--- src/rtl/addr_map_pkg.sv ---
`default_nettype none

package addr_map_pkg;

  // ***************************************************************
  // Address map
  // ***************************************************************
  localparam logic [31:0] ALIAS_BASE   = 32'h0000_0000;
  localparam logic [31:0] ALIAS_LAST   = 32'h0001_7FFF;
  localparam logic [31:0] FLASH_BASE   = 32'h1000_0000;
  localparam logic [31:0] FLASH_LAST   = 32'h1001_7FFF;
  localparam logic [31:0] SRAM_BASE    = 32'h2000_0000;
  localparam logic [31:0] SRAM_LAST    = 32'h2000_1FFF;
  localparam logic [31:0] SMU_BASE     = 32'h4000_0000;
  localparam logic [31:0] SMU_LAST     = 32'h4000_03FF;
  localparam logic [31:0] FCTL_BASE    = 32'h4000_0800;
  localparam logic [31:0] FCTL_LAST    = 32'h4000_0BFF;
  localparam logic [31:0] INFO_BASE    = 32'h4000_0C00;
  localparam logic [31:0] INFO_LAST    = 32'h4000_0FFF;
  localparam logic [31:0] TMR_BASE     = 32'h4000_1000;
  localparam logic [31:0] TMR_LAST     = 32'h4000_13FF;
  localparam logic [31:0] GPIO_BASE    = 32'h4000_1400;
  localparam logic [31:0] GPIO_LAST    = 32'h4000_17FF;
  localparam logic [31:0] LIN_BASE     = 32'h4000_1800;
  localparam logic [31:0] LIN_LAST     = 32'h4000_1BFF;
  localparam logic [31:0] SER_BASE     = 32'h4000_1C00;
  localparam logic [31:0] SER_LAST     = 32'h4000_1FFF;
  localparam logic [31:0] SPI_BASE     = 32'h4000_2000;
  localparam logic [31:0] SPI_LAST     = 32'h4000_23FF;
  localparam logic [31:0] PPB_BASE     = 32'hE000_0000;
  localparam logic [31:0] PPB_LAST     = 32'hE00F_FFFF;
  localparam logic [31:0] ROM_BASE     = 32'hF000_0000;
  localparam logic [31:0] ROM_LAST     = 32'hF000_0FFF;

  // ***************************************************************
  // Slave select indices
  // ***************************************************************
  localparam int NUM_SLV  = 12;
  localparam int SEL_FLASH = 0;
  localparam int SEL_SRAM  = 1;
  localparam int SEL_SMU   = 2;
  localparam int SEL_FCTL  = 3;
  localparam int SEL_INFO  = 4;
  localparam int SEL_TMR   = 5;
  localparam int SEL_GPIO  = 6;
  localparam int SEL_LIN   = 7;
  localparam int SEL_SER   = 8;
  localparam int SEL_SPI   = 9;
  localparam int SEL_PPB   = 10;
  localparam int SEL_ROM   = 11;

  // ***************************************************************
  // Interrupt lines
  // ***************************************************************
  localparam int NUM_IRQ   = 9;
  localparam int IRQ_FLASH = 0;
  localparam int IRQ_EXT   = 1;
  localparam int IRQ_LIN   = 2;
  localparam int IRQ_SPI   = 3;
  localparam int IRQ_TMR   = 4;
  localparam int IRQ_GPIO  = 5;
  localparam int IRQ_SSPI  = 6;
  localparam int IRQ_USART = 7;
  localparam int IRQ_I2C   = 8;

  // ***************************************************************
  // Alias select reset value and AHB codes
  // ***************************************************************
  localparam logic       ALIAS_RST  = 1'b0;
  localparam logic [1:0] HTRANS_IDLE = 2'h0;
  localparam logic [1:0] HRESP_OKAY  = 2'h0;
  localparam logic       HRESP_ERR   = 1'b1;

endpackage : addr_map_pkg

`default_nettype wire

--- src/rtl/mcu_address_decoder.sv ---
`timescale 1ns/1ps
`default_nettype none

// Notes on behaviour
// - Low window at zero maps to flash when alias select is 0; when 1, only its first 8 kB map to SRAM.
// - Software writing the alias select moves SRAM into the low window.
// - After reset the alias select shows flash at address zero.
// - Unused or reserved addresses get an error from the default slave.
// - Flash is 96 kB and SRAM 8 kB, each decoded as its own slave.
// - E000_0000 to E00F_FFFF goes to the private peripheral bus.
// - 4000_1C00 to 4000_1FFF goes to the shared serial peripheral group.
// - One non-maskable and nine numbered interrupt lines are given.
// - Flash controller interrupt drives line 0.
// - External interrupt from the system basis chip drives line 1.
// - The 32-bit timer interrupt drives line 4.
module mcu_address_decoder (
  // Clock, reset, enable
  input  wire logic                 CLK_I,
  input  wire logic                 RST_N_I,
  input  wire logic                 CE_I,
  // Master address phase
  input  wire logic [31:0]          HADDR_I,
  input  wire logic [1:0]           HTRANS_I,
  input  wire logic                 HREADY_I,
  // Alias select write strobe from the port configuration register
  input  wire logic                 ALIAS_WR_I,
  input  wire logic                 ALIAS_VAL_I,
  // Slave answers, one per slave
  input  wire logic [11:0]          SLV_READY_I,
  input  wire logic [11:0]          SLV_RESP_I,
  input  wire logic [31:0]          SLV_RDATA_I [12],
  // Slave selects and remapped address
  output logic      [11:0]          SLV_SEL_O,
  output logic      [31:0]          SLV_ADDR_O,
  // Answer to master
  output logic                      HREADY_O,
  output logic                      HRESP_O,
  output logic      [31:0]          HRDATA_O,
  output logic                      ALIAS_SEL_O,
  // Interrupt sources
  input  wire logic                 FLASH_IRQ_I,
  input  wire logic                 SBC_IRQ_I,
  input  wire logic                 LIN_IRQ_I,
  input  wire logic                 SPI_IRQ_I,
  input  wire logic                 TMR_IRQ_I,
  input  wire logic                 GPIO_IRQ_I,
  input  wire logic                 SSPI_IRQ_I,
  input  wire logic                 USART_IRQ_I,
  input  wire logic                 I2C_IRQ_I,
  input  wire logic                 NMI_SRC_I,
  // Interrupt lines to the nested_interrupt_controller
  output logic      [8:0]           IRQ_O,
  output logic                      NMI_O
);

  // ***************************************************************
  // Alias select
  // ***************************************************************
  logic alias_sel;

  // Write lands at the next edge; open data phases keep their target
  alias_sel_reg u_alias (
    .clk_i   (CLK_I),
    .rst_n_i (RST_N_I),
    .ce_i    (CE_I),
    .wr_i    (ALIAS_WR_I),
    .val_i   (ALIAS_VAL_I),
    .sel_o   (alias_sel)
  );
  assign ALIAS_SEL_O = alias_sel;

  // ***************************************************************
  // Address decode
  // ***************************************************************
  logic        trans;
  logic        in_alias;
  logic [11:0] hit;
  logic        unmapped;

  assign trans    = HTRANS_I[1] && HREADY_I;
  assign in_alias = HADDR_I <= addr_map_pkg::ALIAS_LAST;

  // Each window compares against its own bounds
  assign hit[addr_map_pkg::SEL_FLASH] = (HADDR_I >= addr_map_pkg::FLASH_BASE
      && HADDR_I <= addr_map_pkg::FLASH_LAST)
      || (in_alias && !alias_sel);
  // SRAM alias covers only its 8 kB; the rest of the window errors
  assign hit[addr_map_pkg::SEL_SRAM] = (HADDR_I >= addr_map_pkg::SRAM_BASE
      && HADDR_I <= addr_map_pkg::SRAM_LAST)
      || (alias_sel && HADDR_I <= (addr_map_pkg::SRAM_LAST
      - addr_map_pkg::SRAM_BASE));
  assign hit[addr_map_pkg::SEL_SMU]  = HADDR_I >= addr_map_pkg::SMU_BASE
      && HADDR_I <= addr_map_pkg::SMU_LAST;
  assign hit[addr_map_pkg::SEL_FCTL] = HADDR_I >= addr_map_pkg::FCTL_BASE
      && HADDR_I <= addr_map_pkg::FCTL_LAST;
  assign hit[addr_map_pkg::SEL_INFO] = HADDR_I >= addr_map_pkg::INFO_BASE
      && HADDR_I <= addr_map_pkg::INFO_LAST;
  assign hit[addr_map_pkg::SEL_TMR]  = HADDR_I >= addr_map_pkg::TMR_BASE
      && HADDR_I <= addr_map_pkg::TMR_LAST;
  assign hit[addr_map_pkg::SEL_GPIO] = HADDR_I >= addr_map_pkg::GPIO_BASE
      && HADDR_I <= addr_map_pkg::GPIO_LAST;
  assign hit[addr_map_pkg::SEL_LIN]  = HADDR_I >= addr_map_pkg::LIN_BASE
      && HADDR_I <= addr_map_pkg::LIN_LAST;
  assign hit[addr_map_pkg::SEL_SER]  = HADDR_I >= addr_map_pkg::SER_BASE
      && HADDR_I <= addr_map_pkg::SER_LAST;
  assign hit[addr_map_pkg::SEL_SPI]  = HADDR_I >= addr_map_pkg::SPI_BASE
      && HADDR_I <= addr_map_pkg::SPI_LAST;
  assign hit[addr_map_pkg::SEL_PPB]  = HADDR_I >= addr_map_pkg::PPB_BASE
      && HADDR_I <= addr_map_pkg::PPB_LAST;
  assign hit[addr_map_pkg::SEL_ROM]  = HADDR_I >= addr_map_pkg::ROM_BASE
      && HADDR_I <= addr_map_pkg::ROM_LAST;

  assign SLV_SEL_O = trans ? hit : 12'h000;
  assign unmapped  = trans && (hit == 12'h000);

  logic [31:0] flash_alias_addr;
  logic [31:0] sram_alias_addr;

  // Alias keeps the offset, rebased onto the chosen memory; OR is safe
  // because both bases have zero bits across the whole window
  assign flash_alias_addr = addr_map_pkg::FLASH_BASE | HADDR_I;
  assign sram_alias_addr  = addr_map_pkg::SRAM_BASE | HADDR_I;
  assign SLV_ADDR_O = !in_alias ? HADDR_I
      : (alias_sel ? sram_alias_addr : flash_alias_addr);

  // ***************************************************************
  // Data phase tracking
  // ***************************************************************
  logic [11:0] dsel_reg;
  logic        ds_ready;
  logic        ds_err;

  // Registered select steers the answer mux
  always_ff @(posedge CLK_I or negedge RST_N_I) begin
    if (!RST_N_I) begin
      dsel_reg <= 12'h000;
    end else if (CE_I && HREADY_I) begin
      dsel_reg <= SLV_SEL_O;
    end
  end

  resp_slave u_default (
    .clk_i   (CLK_I),
    .rst_n_i (RST_N_I),
    .ce_i    (CE_I),
    .sel_i   (unmapped),
    .ready_i (HREADY_I),
    .ready_o (ds_ready),
    .err_o   (ds_err)
  );

  // ***************************************************************
  // Answer mux
  // ***************************************************************
  logic        mux_ready;
  logic        mux_resp;
  logic [31:0] mux_data;

  // One-hot select, so a loop where the last hit wins is enough
  always_comb begin
    mux_ready = ds_ready;
    mux_resp  = ds_err;
    mux_data  = 32'h0000_0000;
    for (int i = 0; i < addr_map_pkg::NUM_SLV; i++) begin
      if (dsel_reg[i]) begin
        mux_ready = SLV_READY_I[i];
        mux_resp  = SLV_RESP_I[i];
        mux_data  = SLV_RDATA_I[i];
      end
    end
  end

  assign HREADY_O = mux_ready;
  assign HRESP_O  = mux_resp;
  assign HRDATA_O = mux_data;

  // ***************************************************************
  // Interrupt routing
  // ***************************************************************
  // Pure wiring; sources are already on this clock
  assign IRQ_O[addr_map_pkg::IRQ_FLASH] = FLASH_IRQ_I;
  assign IRQ_O[addr_map_pkg::IRQ_EXT]   = SBC_IRQ_I;
  assign IRQ_O[addr_map_pkg::IRQ_LIN]   = LIN_IRQ_I;
  assign IRQ_O[addr_map_pkg::IRQ_SPI]   = SPI_IRQ_I;
  assign IRQ_O[addr_map_pkg::IRQ_TMR]   = TMR_IRQ_I;
  assign IRQ_O[addr_map_pkg::IRQ_GPIO]  = GPIO_IRQ_I;
  assign IRQ_O[addr_map_pkg::IRQ_SSPI]  = SSPI_IRQ_I;
  assign IRQ_O[addr_map_pkg::IRQ_USART] = USART_IRQ_I;
  assign IRQ_O[addr_map_pkg::IRQ_I2C]   = I2C_IRQ_I;
  assign NMI_O = NMI_SRC_I;
endmodule : mcu_address_decoder

`default_nettype wire

--- src/rtl/alias_sel_reg.sv ---
`timescale 1ns/1ps
`default_nettype none

// Holds the alias select bit; a strobe loads it at the next enabled
// edge. Open data phases keep their target since the select is registered.
module alias_sel_reg (
  // Clock and reset
  input  wire logic clk_i,
  input  wire logic rst_n_i,
  input  wire logic ce_i,
  // Control
  input  wire logic wr_i,
  input  wire logic val_i,
  // State
  output logic      sel_o
);

  logic sel_reg;

  // Reset value puts flash at zero
  always_ff @(posedge clk_i or negedge rst_n_i) begin
    if (!rst_n_i) begin
      sel_reg <= addr_map_pkg::ALIAS_RST;
    end else if (ce_i && wr_i) begin
      sel_reg <= val_i;
    end
  end

  assign sel_o = sel_reg;

endmodule : alias_sel_reg

`default_nettype wire

--- src/rtl/resp_slave.sv ---
`timescale 1ns/1ps
`default_nettype none

// Default slave: two-cycle error answer for unmapped accesses.
module resp_slave (
  // Clock and reset
  input  wire logic clk_i,
  input  wire logic rst_n_i,
  input  wire logic ce_i,
  // Address phase
  input  wire logic sel_i,
  input  wire logic ready_i,
  // Answer
  output logic      ready_o,
  output logic      err_o
);

  logic first_reg;
  logic second_reg;

  // First cycle holds ready low, second ends it
  always_ff @(posedge clk_i or negedge rst_n_i) begin
    if (!rst_n_i) begin
      first_reg  <= 1'b0;
      second_reg <= 1'b0;
    end else if (ce_i) begin
      first_reg  <= sel_i && ready_i && !first_reg;
      second_reg <= first_reg;
    end
  end

  assign ready_o = !first_reg;
  assign err_o   = first_reg || second_reg;

endmodule : resp_slave

`default_nettype wire

--- config.mk ---
export PLATFORM = sky130hd
export DESIGN_NAME = mcu_address_decoder
export DESIGN_NICKNAME = d
export VERILOG_FILES = /design/src/rtl/addr_map_pkg.sv /design/src/rtl/mcu_address_decoder.sv /design/src/rtl/alias_sel_reg.sv /design/src/rtl/resp_slave.sv
export SDC_FILE = /design/constraint.sdc
export NUM_CORES = 1
export LEC_CHECK = 0
export ABC_AREA = 0
export BUFFER_PORTS_ARGS = -buffer_cell sky130_fd_sc_hd__buf_4
export CAP_MARGIN = 40
export CORE_AREA = 2 2 211 213
export DETAILED_ROUTE_END_ITERATION = 12
export DIE_AREA = 0 0 213 215
export PLACE_DENSITY = 0.41
export SETUP_SLACK_MARGIN = 0.05
export SLEW_MARGIN = 20
export SYNTH_ARGS = -nofsm -noshare
export SYNTH_HDL_FRONTEND = slang
export SYNTH_SLANG_ARGS = --single-unit
--- constraint.sdc ---
create_clock -name CLK_I -period 3.8 [get_ports CLK_I]
set_clock_uncertainty 0.05 [all_clocks]
set_input_delay 0.57 -clock CLK_I [delete_from_list [all_inputs] [get_ports CLK_I]]
set_output_delay 0.57 -clock CLK_I [all_outputs]
set_load 0.02 [all_outputs]
Yosys cells after proc, flatten, opt, wreduce, memory -nomap -nowiden
Cells that the tools add are included.
{"block": "op_classes", "reduce_logical": 26, "mux": 39, "n_lt_le_gt_ge": 26}
{"operator": "$mux 32", "count": 12}
{"operator": "$ge 32x31->1 const B", "count": 8}
{"operator": "$le 32x31->1 const B", "count": 8}
{"operator": "$ge 32x32->1 const B", "count": 2}
{"operator": "$le 32x32->1 const B", "count": 2}
{"operator": "$mux 30", "count": 2}
{"operator": "$ge 32x29->1 const B", "count": 1}
{"operator": "$ge 32x30->1 const B", "count": 1}
{"operator": "$le 32x13->1 const B", "count": 1}
{"operator": "$le 32x17->1 const B", "count": 1}
{"operator": "$le 32x29->1 const B", "count": 1}
{"operator": "$le 32x30->1 const B", "count": 1}
{"operator": "$mux 1", "count": 24}
{"operator": "$logic_and 1x1->1", "count": 20}
{"operator": "$logic_not 12->1", "count": 1}
{"operator": "$mux 12", "count": 1}
{"operator": "$logic_or 1x1->1", "count": 3}
{"operator": "$logic_not 1->1", "count": 2}
{"block": "totals", "regBits": 15, "input_bits": 458, "output_inout_bits": 89}

Depth between registers and ports, before layout
{"block": "logic_depth", "ltp_word": 13, "ltp_mapped": 8, "mapped_depth_nobuf": 5}

Modules after synthesis
From an unflattened synthesis, not the netlist that was laid out.
{"block": "unflattened", "hier_cells": 759, "hier_area_um2": 5107.4}
{"mod": "mcu_address_decoder", "area_per_inst_um2": 4974.8, "seq_area_each_um2": 300.3, "cells_per_inst": 749, "n_inst": 1}
{"mod": "resp_slave", "area_per_inst_um2": 88.8, "seq_area_each_um2": 50.0, "cells_per_inst": 7, "n_inst": 1}
{"mod": "alias_sel_reg", "area_per_inst_um2": 43.8, "seq_area_each_um2": 25.0, "cells_per_inst": 3, "n_inst": 1}

Worst setup path before layout
Ideal clock, no wire load.
{"block": "synth_timing", "kind": "input -> output", "from": "input port HADDR_I[27]", "to": "output port SLV_SEL_O[5]", "path_buffers": 0, "required_time_ns": 3.180, "stages": 5, "t_arrival_ns": 2.101, "slack_ns": 1.079, "cell_sequence": "nor4_4 nand3_2 nor3_4 nand2_1 nor4_1"}
{"block": "synth_between", "elab_chain_cells": 3, "elab_cells_between_ends": 4, "cone_classes": "2 x order compare; 1 x mux; 1 x reduce/logical"}
{"element": "start: declaration", "line": "mcu_address_decoder.sv:22", "rtl": "input wire logic [31:0] HADDR_I,"}
{"element": "$ge 32x31->1 / $le 32x31->1 (equally long branches)", "line": "mcu_address_decoder.sv:98, mcu_address_decoder.sv:99"}
{"element": "$logic_and 1x1->1 (*)", "line": "mcu_address_decoder.sv:99", "rtl": "&& HADDR_I <= addr_map_pkg::TMR_LAST;"}
{"element": "$mux 12 (*)", "line": "mcu_address_decoder.sv:113", "rtl": "assign SLV_SEL_O = trans ? hit : 12'h000;"}
{"element": "end: declaration", "line": "mcu_address_decoder.sv:33", "rtl": "output logic [11:0] SLV_SEL_O,"}
Every way passes the cells marked *; elsewhere a longest branch is shown, timed or not.

Worst setup path after layout
{"block": "layout_timing", "from": "register dsel_reg[3]", "to": "output port HRDATA_O[2]"}
{"block": "layout_between", "elab_chain_cells": 9}
{"element": "start: declaration", "line": "mcu_address_decoder.sv:129", "rtl": "logic [11:0] dsel_reg;"}
{"element": "start signal: assignment", "line": "mcu_address_decoder.sv:136", "rtl": "dsel_reg <= 12'h000;"}
{"element": "start signal: assignment", "line": "mcu_address_decoder.sv:138", "rtl": "dsel_reg <= SLV_SEL_O;"}
{"element": "$mux 32 (9 in a row)", "line": "mcu_address_decoder.sv:165", "rtl": "if (dsel_reg[i]) begin"}
{"element": "end: declaration", "line": "mcu_address_decoder.sv:38", "rtl": "output logic [31:0] HRDATA_O,"}
Every way passes these cells.

==> out/metrics.csv <==
stage,metric,value,unit
clock_network,Clock Tree Buf Depth,2,
floorplan,die area,45800,µm²
clock_network,clk slew on worst S/H paths,0.05,ns
setup_path,Crit. path cell count,6,
pwr,Sw Share,27.17,%
yosys,register area share after synthesis,8.152,%
floorplan,Die W,213,µm
pwr,Leak,3.871,nW
placed_design,I/O Buffers,505,
setup_path,worst r2r path cells,4,
timing,unrepaired setup endpoints after global routing,false,
clock_network,Root Buffer,clkbuf_16,
drt,Starting DRT DRC Count,463,
cells_and_area,Largest register FFs,12,
yosys,post-synth top area share,13.04,%
setup_path,critical path's slowest cell,a221oi_1,
global_routing,GR peak layer,met2,
timing,Rel. slew slack,47.60,%
yosys,Synth Warn #,0,
yosys,Async SR Flop Fraction,100.0,%
setup_path,Setup CP Type,reg -> out,
run,Max Cap Viol,0,
timing,worst slew pin tran,0.7860,ns
cells_and_area,"commonest non-fill, non-tap cell in the layout",buf_4,
setup_path,Top Family by Delay on Critical Path,compound AO/OA/AOI/OAI gates,
pwr,net load switching power,233.7,µW
placed_design,Placer Congestion,0.8702,
timing,Final Max Slew Viols,0,
setup_path,Critical Path RT,3.18,ns
timing,f_max,284.9,MHz
cells_and_area,most frequent cells in the layout,"buf_4 (537), o221ai_1 (64), o22ai_1 (62), nand2_1 (60), nor3_1 (43)",
drt,TritonRoute pass-1 iters,5,
timing,Final Hold Viols,0,
timing,final worst path period share,92.38,%
yosys,cell taking the most area after synthesis,a221oi_2,
drt,Vias,7499,
drt,DRC errors left,0,
global_routing,largest net degree at the start of global routing,57,
pwr,maximum vdd drop,0.1023,mV
yosys,ys flop type,dfrtp_1,
yosys,Post-synth EDFFs,0,
global_routing,first-pass GRT wire length,52690,µm
global_routing,GRT overflow,0,
yosys,Synth Net Count,1094,
worst_hold_path,Hold Crit Class,in -> async,
floorplan,total core area,43640,µm²
cells_and_area,Util after Layout,20.40,%
pwr,sequential group share of total power,19.7,%
placed_design,HPWL after detailed placement,31800,µm
global_routing,GR Util met1,18.58,%
pwr,Power Density,96.56,nW/µm²
floorplan,Core Rows,77,
cells_and_area,Area Growth Syn to Fin,93.40,%
yosys,mapped cell area,4604,µm²
yosys,largest cells by area after synthesis,"a221oi_2 (13%), o221ai_1 (12%), o22ai_1 (8.4%)",
clock_network,Num Clock Sinks,15,
floorplan,IO Count,547,
setup_path,critical-path cell list,"or2_2, a221oi_1, o21ai_1, a221oi_2, o221ai_1, buf_4",
drt,final WL,39110,µm
setup_path,startpoint types,flop,
global_routing,GRT Util Overall,15.78,%
status,outcome,completed,
pwr,Clock power frac,23.9,%
cells_and_area,layout cells sized above 1,59.33,%
timing,final setup fails,0,
clock_network,TritonCTS clock tree,yes,
pwr,combinational fraction of design power,56.5,%
drt,routed len/inst,23.55,µm
clock_network,Clock Latency Late Sink,0.24,ns
yosys,instance count of the mapped netlist,636,
yosys,average size of a mapped cell,7.240,µm²
clock_network,TritonCTS buffer count,3,
global_routing,vias in the first global route,7762,
setup_path,Bufs and invs on worst path,1,
setup_path,Worst EP arrival,2.89,ns
yosys,number of synthesized register bits,15,
drt,DRT antenna net count,0,
setup_path,CP Capture Type,output port,
timing,crit path time final,3.510,ns
drt,Via density,4.515,
setup_path,Worst path max stage delay,0.66,ns
floorplan,Die Height,215,µm
floorplan,Initial Utilization,10.55,%
setup_path,crit path max fanout,20,
clock_network,Hold Buf Count CTS,0,
global_routing,met2 usage in global routing,28.53,%
global_routing,GR Util met3,2.967,%
cells_and_area,NumNets Final,1526,
pwr,Int Pwr,626.2,µW
timing,Setup Total Neg Slack,0,ns
global_routing,initial antenna violation count,4,
clock_network,setup bufs post-CTS,0,
clock_network,CTS resizes,0,
yosys,number of library cell types mapped by synthesis,58,
clock_network,CTS H-tree depth,1,
==> power groups by stage <==
stage	registers (mW)	logic [mW]	clock network, mW
6_report	0.169	0.485	0.205
3_5_place_dp	0.172	0.485	0
2_1_floorplan	0.171	0.103	0
4_1_cts	0.169	0.487	0.209
5_1_grt	0.170	0.515	0.215
3_3_place_gp	0.172	0.482	0
==> final timing paths <==
check | from | to | slack [ns]
hold / removal | RST_N_I | dsel_reg[11] | 0.13
min in group CLK_I | u_default.second_reg | u_default.second_reg | 0.46
hold reg to reg | u_default.second_reg | u_default.second_reg | 0.46
setup / recovery | dsel_reg[3] | HRDATA_O[2] | 0.29
setup reg to reg | u_alias.sel_o | u_default.first_reg | 2.30
max in group asynchronous | RST_N_I | dsel_reg[7] | 3.36
==> cells by family after synthesis <==
logic type / count (synthesis) / share of synthesized area (%)
compound gates: 298 / 53.34
simple gates: 196 / 22.50
buf+inv: 125 / 15.52
flops: 15 / 8.152
mux: 2 / 0.4891
==> cell usage after synthesis (3+ instances only) <==
master,instances
nand3_1,5
nor2_2,23
a221oi_1,22
nor4_1,3
o21ai_0,13
a22o_1,5
nand2b_1,6
nand2_1,60
nor2_1,22
nor2b_1,7
o21ai_1,32
inv_1,10
clkbuf_1,44
buf_4,41
dfrtp_1,15
a21oi_1,10
buf_1,5
and3_1,4
buf_2,13
a221oi_2,40
buf_6,9
a2111oi_0,3
o31ai_1,3
nand4_1,4
o221ai_1,64
a22oi_1,32
o22ai_1,62
nor3_1,44
==> final cells by class <==
cell class	count	area [µm²]
Fill cell	5008	34740
Clock buffer	3	75.07
Antenna cell	2	5.005
Sequential cell	15	384.1
Multi-Input combinational cell	496	3547
Timing Repair Buffer	541	4106
Inverter	11	41.29
Clock inverter	1	5.005
Tap cell	592	740.7
==> metrics by stage <==
stage               instance area, µm²  hold WS (ns)  power, mW  setup slack (ns)  instances
global route                      8905        0.1354     0.8997            0.2053       1661
CTS                               8880        0.1319     0.8657            0.3143       1658
global placement                  8765        0.3910     0.6536            0.5786       1652
finish                            8905        0.1311     0.8599            0.2897       1661
floorplan                         4604        0.2244     0.2743             1.079        636
detailed placement                8800        0.3915     0.6572            0.5798       1654
==> layer usage <==
layer / part of all wire, % / wire length [µm]
met5: 0.023 / 9
met4: 3.3 / 1286
met3: 8.1 / 3167
met2: 48 / 18970
met1: 40 / 15680
(Power assumes the default switching activity.)
